## src/rtl/lim_defines.svh

```systemverilog
`ifndef LIM_DEFINES_SVH
`define LIM_DEFINES_SVH

// Register indices; byte address is four times the index
`define LIM_NUM_REGS 16
`define LIM_IDX_INDEX 4'h0
`define LIM_IDX_DATA 4'h1
`define LIM_IDX_CHAN_FIRST 4'h2
`define LIM_IDX_CHAN_LAST 4'h9
`define LIM_IDX_CAL 4'hA
`define LIM_IDX_FWREV 4'hB
`define LIM_IDX_FAULT 4'hC
`define LIM_IDX_CFG 4'hD
`define LIM_IDX_COMM 4'hE
`define LIM_IDX_ID 4'hF

// Byte address layout
`define LIM_ADDR_IDX_LSB 2
`define LIM_ADDR_IDX_MSB 5
`define LIM_ADDR_MAP_LSB 6

// Configuration and status bit positions
`define LIM_CFG_CONFIGURED 0
`define LIM_CFG_FORCE_ERR 1
`define LIM_CFG_MAINS_50HZ 2
`define LIM_CFG_SELF_CAL 3
`define LIM_CFG_DIAG 7
`define LIM_CFG_WMASK 16'h008F
`define LIM_STS_MEM_ERR 8
`define LIM_STS_REF_A 9
`define LIM_STS_REF_B 10
`define LIM_STS_NOT_CAL 11
`define LIM_STS_FIELD_PWR 14
`define LIM_STS_POINT_FAULT 15
`define LIM_COMM_PRESENT_LSB 8

// Reset values
`define LIM_CFG_RESET 16'h0000
`define LIM_CAL_RESET 16'h0000
`define LIM_INDEX_RESET 16'h0000
`define LIM_RDATA_RESET 32'h0000_0000
`define LIM_CTRL_RESET 5'h00

`endif

```

## src/rtl/lim_pkg.sv

```systemverilog
package lim_pkg;

    typedef struct packed {
        logic [15:0] value;
        logic comm_fail;
        logic range_fault;
        logic fuse_blown;
        logic open_loop;
        logic ref_error;
    } lim_chan_in_t;

    typedef struct packed {
        logic mem_error;
        logic ref_err_a;
        logic ref_err_b;
        logic not_calibrated;
        logic field_power_fail;
    } lim_diag_in_t;

    typedef struct packed {
        logic configured;
        logic error_led;
        logic mains_50hz;
        logic self_cal;
        logic diag;
    } lim_ctrl_out_t;

    typedef enum logic [1:0] {
        LIM_DP_IDLE,
        LIM_DP_WRITE,
        LIM_DP_READ1,
        LIM_DP_READ2
    } lim_dphase_t;

endpackage

```

## src/rtl/lim_regs.sv

```systemverilog
// The AHB-Lite register port was left to the implementer.
`timescale 1ns/100ps
`include "lim_defines.svh"
// Notes on behaviour
// - Sixteen word registers, own read/write meanings
// - Registers 2-9 read channel values, ignore writes
// - Register 10 factory calibration, read and write
// - Register 12 reads fault flags, writes ignored
// - Register 13 writes config, reads status
// - Register 15 reads identity, writes ignored
// - Fault bit 0: channel one link failed
// - Fault bit 1: channel one range/fuse/open loop
// - Fault bit 2: channel two link failed
// - Fault bit 3: channel two out of range
// - Even bits 4-14: channel 3-8 reference error
// - Odd bits 5-15: channel 3-8 out of range
// - Config bit 0 sets, status bit 0 reports
// - Config bit 1 forces error and indicator
module lim_regs
    import lim_pkg::*;
#(
    parameter int NUM_CHAN = 8,
    parameter int MEM_DEPTH = 256,
    // Arbitrary value
    parameter logic [15:0] FW_REVISION = 16'h0001,
    // Arbitrary value
    parameter logic [15:0] ELECTRONIC_ID = 16'h5A5A
) (
    input wire logic hclk,
    input wire logic hresetn,
    input wire logic clk_en,
    input wire logic hsel,
    input wire logic [31:0] haddr,
    input wire logic [1:0] htrans,
    input wire logic hwrite,
    input wire logic [2:0] hsize,
    input wire logic [31:0] hwdata,
    input wire logic hready,
    output logic hreadyout,
    output logic hresp,
    output logic [31:0] hrdata,
    input wire lim_chan_in_t chan_in [NUM_CHAN],
    input wire lim_diag_in_t diag_in,
    input wire logic [7:0] field_dev_present,
    output lim_ctrl_out_t ctrl_out
);

    localparam int MEM_AW = (MEM_DEPTH > 1) ? $clog2(MEM_DEPTH) : 1;

    // Data-phase tracking
    lim_dphase_t dphase;
    lim_dphase_t next_dphase;
    logic [3:0] addr_idx;
    logic addr_mapped;

    // Software-visible storage
    logic [15:0] indirect_index;
    logic [15:0] factory_calibration;
    logic [15:0] module_config;
    logic [15:0] indirect_mem [MEM_DEPTH];

    // Address-phase decode
    wire addr_phase_ok;
    wire addr_in_window;
    wire [3:0] haddr_idx;

    assign addr_phase_ok = hsel & htrans[1] & hready;
    assign addr_in_window = (haddr[31:`LIM_ADDR_MAP_LSB] == '0);
    assign haddr_idx = haddr[`LIM_ADDR_IDX_MSB:`LIM_ADDR_IDX_LSB];

    // Reads take one wait state so that a read right after a write
    // always sees the value that write stored.
    assign hreadyout = (dphase != LIM_DP_READ1);
    assign hresp = 1'b0;

    always_comb begin
        next_dphase = dphase;
        unique case (dphase)
            LIM_DP_READ1: begin
                next_dphase = LIM_DP_READ2;
            end
            LIM_DP_IDLE,
            LIM_DP_WRITE,
            LIM_DP_READ2: begin
                if (addr_phase_ok) begin
                    next_dphase = hwrite ? LIM_DP_WRITE : LIM_DP_READ1;
                end else begin
                    next_dphase = LIM_DP_IDLE;
                end
            end
        endcase
    end

    always_ff @(posedge hclk or negedge hresetn) begin
        if (!hresetn) begin
            dphase <= LIM_DP_IDLE;
        end else if (clk_en) begin
            dphase <= next_dphase;
        end
    end

    always_ff @(posedge hclk or negedge hresetn) begin
        if (!hresetn) begin
            addr_idx <= 4'h0;
            addr_mapped <= 1'b0;
        end else if (clk_en && addr_phase_ok && hreadyout) begin
            addr_idx <= haddr_idx;
            addr_mapped <= addr_in_window;
        end
    end

    // Write decode in the data phase, where hwdata is valid
    wire wr_ok;
    wire wr_index;
    wire wr_data;
    wire wr_cal;
    wire wr_cfg;
    wire [15:0] wr_word;

    assign wr_ok = clk_en & (dphase == LIM_DP_WRITE) & addr_mapped;
    assign wr_word = hwdata[15:0];
    assign wr_index = wr_ok & (addr_idx == `LIM_IDX_INDEX);
    assign wr_data = wr_ok & (addr_idx == `LIM_IDX_DATA);
    assign wr_cal = wr_ok & (addr_idx == `LIM_IDX_CAL);
    assign wr_cfg = wr_ok & (addr_idx == `LIM_IDX_CFG);

    // Indirect window; indices past the array are dropped on write
    // and read as zero, so MEM_DEPTH must not exceed 65536.
    wire idx_in_range;
    wire [MEM_AW-1:0] mem_addr;
    wire [15:0] mem_rdata;

    assign idx_in_range = ({16'h0000, indirect_index} < 32'(MEM_DEPTH));
    assign mem_addr = indirect_index[MEM_AW-1:0];
    assign mem_rdata = idx_in_range ? indirect_mem[mem_addr] : 16'h0000;

    always_ff @(posedge hclk or negedge hresetn) begin
        if (!hresetn) begin
            indirect_index <= `LIM_INDEX_RESET;
        end else if (wr_index) begin
            indirect_index <= wr_word;
        end
    end

    // Memory contents are not reset
    always_ff @(posedge hclk) begin
        if (wr_data && idx_in_range) begin
            indirect_mem[mem_addr] <= wr_word;
        end
    end

    always_ff @(posedge hclk or negedge hresetn) begin
        if (!hresetn) begin
            factory_calibration <= `LIM_CAL_RESET;
        end else if (wr_cal) begin
            factory_calibration <= wr_word;
        end
    end

    always_ff @(posedge hclk or negedge hresetn) begin
        if (!hresetn) begin
            module_config <= `LIM_CFG_RESET;
        end else if (wr_cfg) begin
            module_config <= wr_word & `LIM_CFG_WMASK;
        end
    end

    // Channel fault word, two bits per channel
    wire [2*NUM_CHAN-1:0] fault_word;
    wire [15:0] chan_value [NUM_CHAN];

    genvar ch;
    generate
        for (ch = 0; ch < NUM_CHAN; ch++) begin : g_chan
            assign chan_value[ch] = chan_in[ch].value;
            if (ch == 0) begin : g_first
                assign fault_word[0] = chan_in[0].comm_fail;
                assign fault_word[1] = chan_in[0].range_fault
                                     | chan_in[0].fuse_blown
                                     | chan_in[0].open_loop;
            end else if (ch == 1) begin : g_second
                assign fault_word[2] = chan_in[1].comm_fail;
                assign fault_word[3] = chan_in[1].range_fault;
            end else begin : g_rest
                assign fault_word[2*ch] = chan_in[ch].ref_error;
                assign fault_word[2*ch+1] = chan_in[ch].range_fault;
            end
        end
    endgenerate

    // Module error state: forced by software or raised internally
    wire internal_error;
    wire error_state;
    wire point_fault;

    assign internal_error = diag_in.mem_error | diag_in.ref_err_a | diag_in.ref_err_b;
    assign error_state = module_config[`LIM_CFG_FORCE_ERR] | internal_error;
    assign point_fault = (|fault_word) | error_state | diag_in.field_power_fail;

    // Status word seen on reads of the configuration offset
    logic [15:0] status_word;

    always_comb begin
        status_word = 16'h0000;
        status_word[`LIM_CFG_CONFIGURED] = module_config[`LIM_CFG_CONFIGURED];
        status_word[`LIM_CFG_FORCE_ERR] = error_state;
        status_word[`LIM_CFG_MAINS_50HZ] = module_config[`LIM_CFG_MAINS_50HZ];
        status_word[`LIM_CFG_SELF_CAL] = module_config[`LIM_CFG_SELF_CAL];
        status_word[`LIM_CFG_DIAG] = module_config[`LIM_CFG_DIAG];
        status_word[`LIM_STS_MEM_ERR] = diag_in.mem_error;
        status_word[`LIM_STS_REF_A] = diag_in.ref_err_a;
        status_word[`LIM_STS_REF_B] = diag_in.ref_err_b;
        status_word[`LIM_STS_NOT_CAL] = diag_in.not_calibrated;
        status_word[`LIM_STS_FIELD_PWR] = diag_in.field_power_fail;
        status_word[`LIM_STS_POINT_FAULT] = point_fault;
    end

    // Read view of every register; write-only and unused words read zero
    wire [15:0] rd_word [`LIM_NUM_REGS];

    assign rd_word[`LIM_IDX_INDEX] = 16'h0000;
    assign rd_word[`LIM_IDX_DATA] = mem_rdata;

    genvar ri;
    generate
        for (ri = 0; ri < NUM_CHAN; ri++) begin : g_rd_chan
            assign rd_word[ri + 2] = chan_value[ri];
        end
    endgenerate

    assign rd_word[`LIM_IDX_CAL] = factory_calibration;
    assign rd_word[`LIM_IDX_FWREV] = FW_REVISION;
    assign rd_word[`LIM_IDX_FAULT] = fault_word;
    assign rd_word[`LIM_IDX_CFG] = status_word;
    assign rd_word[`LIM_IDX_COMM] = {field_dev_present, 8'h00};
    assign rd_word[`LIM_IDX_ID] = ELECTRONIC_ID;

    wire [15:0] rd_sel;
    assign rd_sel = addr_mapped ? rd_word[addr_idx] : 16'h0000;

    always_ff @(posedge hclk or negedge hresetn) begin
        if (!hresetn) begin
            hrdata <= `LIM_RDATA_RESET;
        end else if (clk_en && dphase == LIM_DP_READ1) begin
            hrdata <= {16'h0000, rd_sel};
        end
    end

    // Control outputs are registered so the pins never see decode glitches;
    // they trail the configuration flops by one cycle.
    wire lim_ctrl_out_t next_ctrl;

    assign next_ctrl = {module_config[`LIM_CFG_CONFIGURED], error_state,
                        module_config[`LIM_CFG_MAINS_50HZ], module_config[`LIM_CFG_SELF_CAL],
                        module_config[`LIM_CFG_DIAG]};

    always_ff @(posedge hclk or negedge hresetn) begin
        if (!hresetn) begin
            ctrl_out <= `LIM_CTRL_RESET;
        end else if (clk_en) begin
            ctrl_out <= next_ctrl;
        end
    end

endmodule

```

## config.mk

```make
export PLATFORM = sky130hd
export DESIGN_NAME = lim_regs
export DESIGN_NICKNAME = d
export VERILOG_FILES = /design/src/rtl/lim_pkg.sv /design/src/rtl/lim_regs.sv
export VERILOG_INCLUDE_DIRS = /design/src /design/src/rtl
export SDC_FILE = /design/constraint.sdc
export NUM_CORES = 2
export LEC_CHECK = 0
export BUFFER_PORTS_ARGS = -buffer_cell sky130_fd_sc_hd__buf_2
export CAP_MARGIN = 10
export CORE_MARGIN = 2
export CORE_UTILIZATION = 51
export CTS_CLUSTER_DIAMETER = 50
export DETAILED_ROUTE_END_ITERATION = 16
export GPL_ROUTABILITY_DRIVEN = 0
export PLACE_DENSITY_LB_ADDON = 0.2
export REMOVE_ABC_BUFFERS = 1
export SETUP_SLACK_MARGIN = 0.02
export SLEW_MARGIN = 20
export SYNTH_ARGS = -nofsm -noshare
export SYNTH_HDL_FRONTEND = slang
export SYNTH_SLANG_ARGS = --single-unit
export TNS_END_PERCENT = 20
```

## constraint.sdc

```tcl
create_clock -name hclk -period 3.65 [get_ports hclk]
set_input_delay 0.365 -clock hclk [delete_from_list [all_inputs] [get_ports hclk]]
set_output_delay 0.365 -clock hclk [all_outputs]
set_load 0.01 [all_outputs]
```

# == Yosys cells after proc, flatten, opt, wreduce, memory -nomap -nowiden ==
# Memory sizes are Yosys's and may differ from the RTL's.
# Cells that the tools add are included.
# word_totals
ff_bits,65
ram_bits,4096
output_inout_bits,39
mem_count,1
# classes
muxes,10
eq_ne,7
n_bitwise,16
reduce_logical,9
n_lt_le_gt_ge,2
# mem_list
memory,words,width,rd,rd_ports_with_merged_regs,write_ports,line_no,source
indirect_mem,256,16,1,0,1,lim_regs.sv:60,logic [15:0] indirect_mem [MEM_DEPTH];
# op_table
operator,n
16-bit binary-select mux with 4-bit select,1
16-bit two-way mux,4
26-bit logical NOT,1
"16-bit by 9-bit less-than comparator with 1-bit output, second input constant",1
16-bit OR reduction,1
1-bit bitwise AND,8
"4-bit == test, second input constant",2
1-bit bitwise OR,7
"5-bit greater-or-equal comparator, second input constant",1
4-bit inverter with 5-bit output,1
"2-bit == test, second input constant",2
"4-bit by 1-bit == test with 1-bit output, second input constant",1
1-bit logical AND,4
4-bit logical NOT,1
2-bit two-way mux,2
2-bit case mux with 2 select lines,1
3-bit OR reduction,1
"2-bit by 1-bit == test with 1-bit output, second input constant",1
2-bit logical NOT,1
1-bit two-way mux,2
"2-bit != test, second input constant",1

# == Depth between registers and ports, before layout ==
# depth
depth_word,9
mapped_depth,14
mapped_depth_nobuf,8

# == Worst setup path before layout ==
# Ideal clock, no wire load.
# synth_path
path_type,register to register
startpoint,register indirect_index[1]
endpoint,memory indirect_mem[183][0] (enable)
t_arrival_ns,2.877
slack_ns,0.385
path_stages_with_launch,11
synth_period_minus_slack_ns,3.265
n_path_buf,8
cell_sequence,dfrtp_1 buf_4 buf_6 buf_2 buf_4 buf_4 buf_2 buf_2 nand3_1 clkbuf_1 nor2_1
# synth_between
elab_chain_len,4
# synth_lines
item,line_no,source
"start, declared",lim_regs.sv:57,logic [15:0] indirect_index;
"start signal, assigned",lim_regs.sv:139,indirect_index <= `LIM_INDEX_RESET;
"start signal, assigned",lim_regs.sv:141,indirect_index <= wr_word;
16-bit by 9-bit less-than comparator with 1-bit output,lim_regs.sv:133,"assign idx_in_range = ({16'h0000, indirect_index} < 32'(MEM_DEPTH));"
1-bit logical AND,lim_regs.sv:147,if (wr_data && idx_in_range) begin
1-bit two-way mux,lim_regs.sv:147,
1-bit two-way mux (implied by the code),lim_regs.sv:148,indirect_mem[mem_addr] <= wr_word;
"end, declared",lim_regs.sv:60,
# Parallel ways exist; a longest one is shown, timed or not.

# == Final worst setup path ==
# layout_path
startpoint,register indirect_index[1]
endpoint,register hrdata[9]
# layout_between
elab_chain_len,6
elab_cells_between_ends,7
classes_between,order compare: 1; mux: 5; memory: 1
# layout_lines
item,line_no,source
memory 256 x 16 bit / 16-bit by 9-bit less-than comparator with 1-bit output (equally long branches),n/a,
16-bit two-way mux *,lim_regs.sv:135,assign mem_rdata = idx_in_range ? indirect_mem[mem_addr] : 16'h0000;
16-bit binary-select mux with 4-bit select *,lim_regs.sv:239,assign rd_sel = addr_mapped ? rd_word[addr_idx] : 16'h0000;
16-bit two-way mux (implied by the code) * (2 in a row),lim_regs.sv:239,
16-bit two-way mux *,lim_regs.sv:239,
"end signal, assigned",lim_regs.sv:243,hrdata <= `LIM_RDATA_RESET;
"end signal, assigned",lim_regs.sv:245,"hrdata <= {16'h0000, rd_sel};"
"end, declared",lim_regs.sv:41,"output logic [31:0] hrdata,"
# Mark *: on every way between the ends. The rest lies on a longest branch, timed or not. The select of a mux whose other input is x is not followed.
# A chain may end at the register's enable or synchronous reset.

==> key figures <==
STA
  • Max Fclk: 274 MHz
  • Endpoints failing hold: 0
  • Final setup fails: 2
  • Final Max Slew Viols: 0
  • Worst slew pin tran: 1.22 ns
  • Clock Skew: 0.0853 ns
  • Period utilisation layout: 100%
  • Rel. slew slack: 18.7%
  • Worst setup margin: -0.00525 ns
  • Worst hold margin: 0.0447 ns
  • Final min period: 3.66 ns
  • Unrepaired setup endpoints after global routing: yes

Placed design
  • DP Cell Count: 12504
  • Port Buffers: 233
  • Post-place setup slack: -0.729 ns
  • DPL Wire Length: 278000 um

Setup path
  • Kind of critical path: reg -> reg
  • Setup crit start kind: flip-flop
  • Worst-path maximum fanout: 10
  • Crit path DAT: 4.49 ns
  • CP endpoint kind: flip-flop
  • CP required: 4.48 ns

Layout
  • Area grow syn2layout: 18.9%
  • Layout cells sized above 1: 31.5%
  • Non-filler instance count after layout: 13425
  • Final #Nets: 9131
  • Final core utilization: 61.0%

Die
  • Die ar.: 0.321 sq mm
  • Core area: 0.315 sq mm
  • Starting Density: 51.3%
  • I/O Pins: 295
  • Die height: 567 um
  • Row count: 206
  • Chip Width: 567 um

Worst hold path
  • Hold Path Class: in -> reg

Yosys
  • Synth Warn #: 0
  • Post-synth EDFFs: 4096
  • Synthesized instance count: 7658
  • Top post-synthesis cells by area: edfxtp_1, mux4_2, mux2i_1, a22oi_1, dfrtp_1
  • Top cell type's share of synthesized area: 76.2%
  • Asr flop ratio synth: 1.56%
  • #FFs+latches synth: 4161
  • Commonest cells post-synth: edfxtp_1, mux4_2, mux2i_1
  • Most frequent cell after synthesis: edfxtp_1
  • Mapped cell area: 0.162 sq mm
  • Synth Flop Type: edfxtp_1
  • Cell variety after synth: 68
  • Leading area contributor after synthesis: edfxtp_1
  • Synthesized area per cell: 21.1 sq um
  • Sequential area share after synthesis: 77.2%

Power and ir drop
  • Power per cell area: 524 mW/mm^2
  • Leak Pwr: 59.7 nW
  • Max IR drop VDD: 0.000431 V

Route
  • Initial drt markers: 11916
  • DR vias/cell: 6.32
  • DRT Pass-1 Iters: 5
  • Post-DR wirelength/cell: 33.3 um
  • Via count: 84816
  • ANT nets after route: 0
  • Wirelength, routed: 447000 um
  • Post-route DRC: 0

Run
  • Max_cap viols: 0

Clock tree
  • H-Tree Depth: 5
  • Longest Clk Path Bufs: 4
  • Clock Latency Late Sink: 1.01 ns
  • TritonCTS clock tree: done
  • Clock root buffer: clkbuf_16
  • CTS sink count: 4161
  • Clock Pin Slew Worst Setup and Hold Paths: 0.06 ns
  • Inserted Clock Buffers: 445

Global routing
  • Gr ovfl total: 0
  • Initial antenna violation count: 20
  • Largest net degree at the start of global routing: 137
  • Global Route Usage Sum: 27.5%
  • First-pass GRT wire length: 629000 um
  • Vias in the first global route: 84598

Run status
  • Status: finished, violations left
  • Failing checks: negative setup slack
-- layer usage --
layer	part of all wire, %	vias up	global-route usage [%]	wire length [um]
met2	48	4411	43.7	215000
met5	0.0051	-	0	23
met4	4.6	4	11.1	20600
li1	-	34803	-	-
met3	9.1	741	4.61	40800
met1	38	44857	38.2	171000
-- final cells by class --
cell class / count / area (sq um)
antenna: 10 / 25.0
clock inverter: 305 / 3210
inverter: 8 / 30.0
timing repair buffer: 1243 / 12500
tap: 4160 / 5200
multi-input combinational: 3016 / 34900
fill: 21934 / 123000
sequential: 4161 / 125000
clock buffer: 522 / 11500
-- where the power goes --
group | internal [W] | switching, W
registers | 0.0525 | 0.0000304
clock network | 0.0262 | 0.0189
logic | 0.000766 | 0.00229
total | 0.0795 | 0.0213
-- path summary, 6_finish.rpt --
path	from	end	slack [ns]	cells after the start
setup / recovery	indirect_index[1]$_DFFE_PN0P_	hrdata[9]$_DFFE_PN0P_	-0.005	13
hold reg to reg	ctrl_out[0]$_DFFE_PN0P_	ctrl_out[0]$_DFFE_PN0P_	0.51	1
hold / removal	hwdata[13]	indirect_mem[106][13]$_DFFE_PP_	0.04	1
setup reg to reg	indirect_index[1]$_DFFE_PN0P_	hrdata[9]$_DFFE_PN0P_	-0.005	13
min in group asynchronous	hresetn	indirect_index[13]$_DFFE_PN0P_	0.57	3
max in group asynchronous	hresetn	addr_idx[0]$_DFFE_PN0P_	1.79	4
-- layout by cell type, fill, tap and decap left out, types with 39 or more instances in the layout --
cell type / n
a211oi_1: 44
mux2_2: 85
dlygate4sd3_1: 49
clkinv_1: 95
edfxtp_1: 4096
clkbuf_1: 69
o21ai_0: 54
nand3_1: 130
buf_4: 684
bufinv_16: 49
a221oi_1: 58
mux4_2: 819
o22ai_1: 39
a21oi_1: 97
nor2_1: 274
buf_2: 216
nand2_1: 82
and3_1: 39
clkbuf_16: 457
nor2_2: 40
a22oi_1: 313
dfrtp_1: 56
mux2i_1: 534
clkinv_2: 71
buf_12: 219
-- state kept, by name, indices dropped and copies added, names as in the netlist --
| register | cells |
|---|---|
| addr_mapped | 1 |
| indirect_mem | 4096 |
| indirect_index | 16 |
| addr_idx | 4 |
| factory_calibration | 16 |
| ctrl_out | 5 |
| hrdata | 16 |
| module_config | 5 |
| dphase | 2 |
-- what timing repair did --
item | CTS | global route
gates resized for setup | 60 | 88
endpoints found under the setup margin | 16 | 16
pin swaps | 4 | 9
setup buffers | 7 | 16
hold endpoints to repair | 673 | 31
hold buffers | 48 | 1
gates cloned | 2 | 10
-- worst max-delay path, stage by stage (launching register included) --
cell and delay [ns]:
dfrtp_4 0.45, buf_6 0.16, buf_12 0.18, buf_12 0.18
buf_6 0.19, mux4_2 0.31, a221oi_1 0.61, o21ai_2 0.25
o22ai_1 0.24, buf_4 0.21, o211ai_1 0.10, a311oi_1 0.30
buf_4 0.20, o21ai_1 0.06
-- kinds of logic (layout without fill, tap and decap cells) --
kind of cell           after synthesis  count (layout)  synth area share, %
AO/OA/AOI/OAI                      851             851                 3.79
buffers and inverters              497            2078                 1.67
flip-flops                        4161            4161                 77.2
multiplexers                      1438            1438                 15.3
other                                1              27              0.00232
AND/OR/NAND/NOR                    710             710                 2.04
-- through the flow --
step	cell area [sq um]	setup TNS [ns]	power, W
2_1_floorplan	159000	-	0.0543
3_3_place_gp	176000	-4.27	0.0564
3_5_place_dp	176000	-4.37	0.0564
4_1_cts	191000	-0.108	0.101
5_1_grt	192000	-0.0243	0.103
6_report	192000	-0.00562	0.101
(Power assumes the default switching activity.)
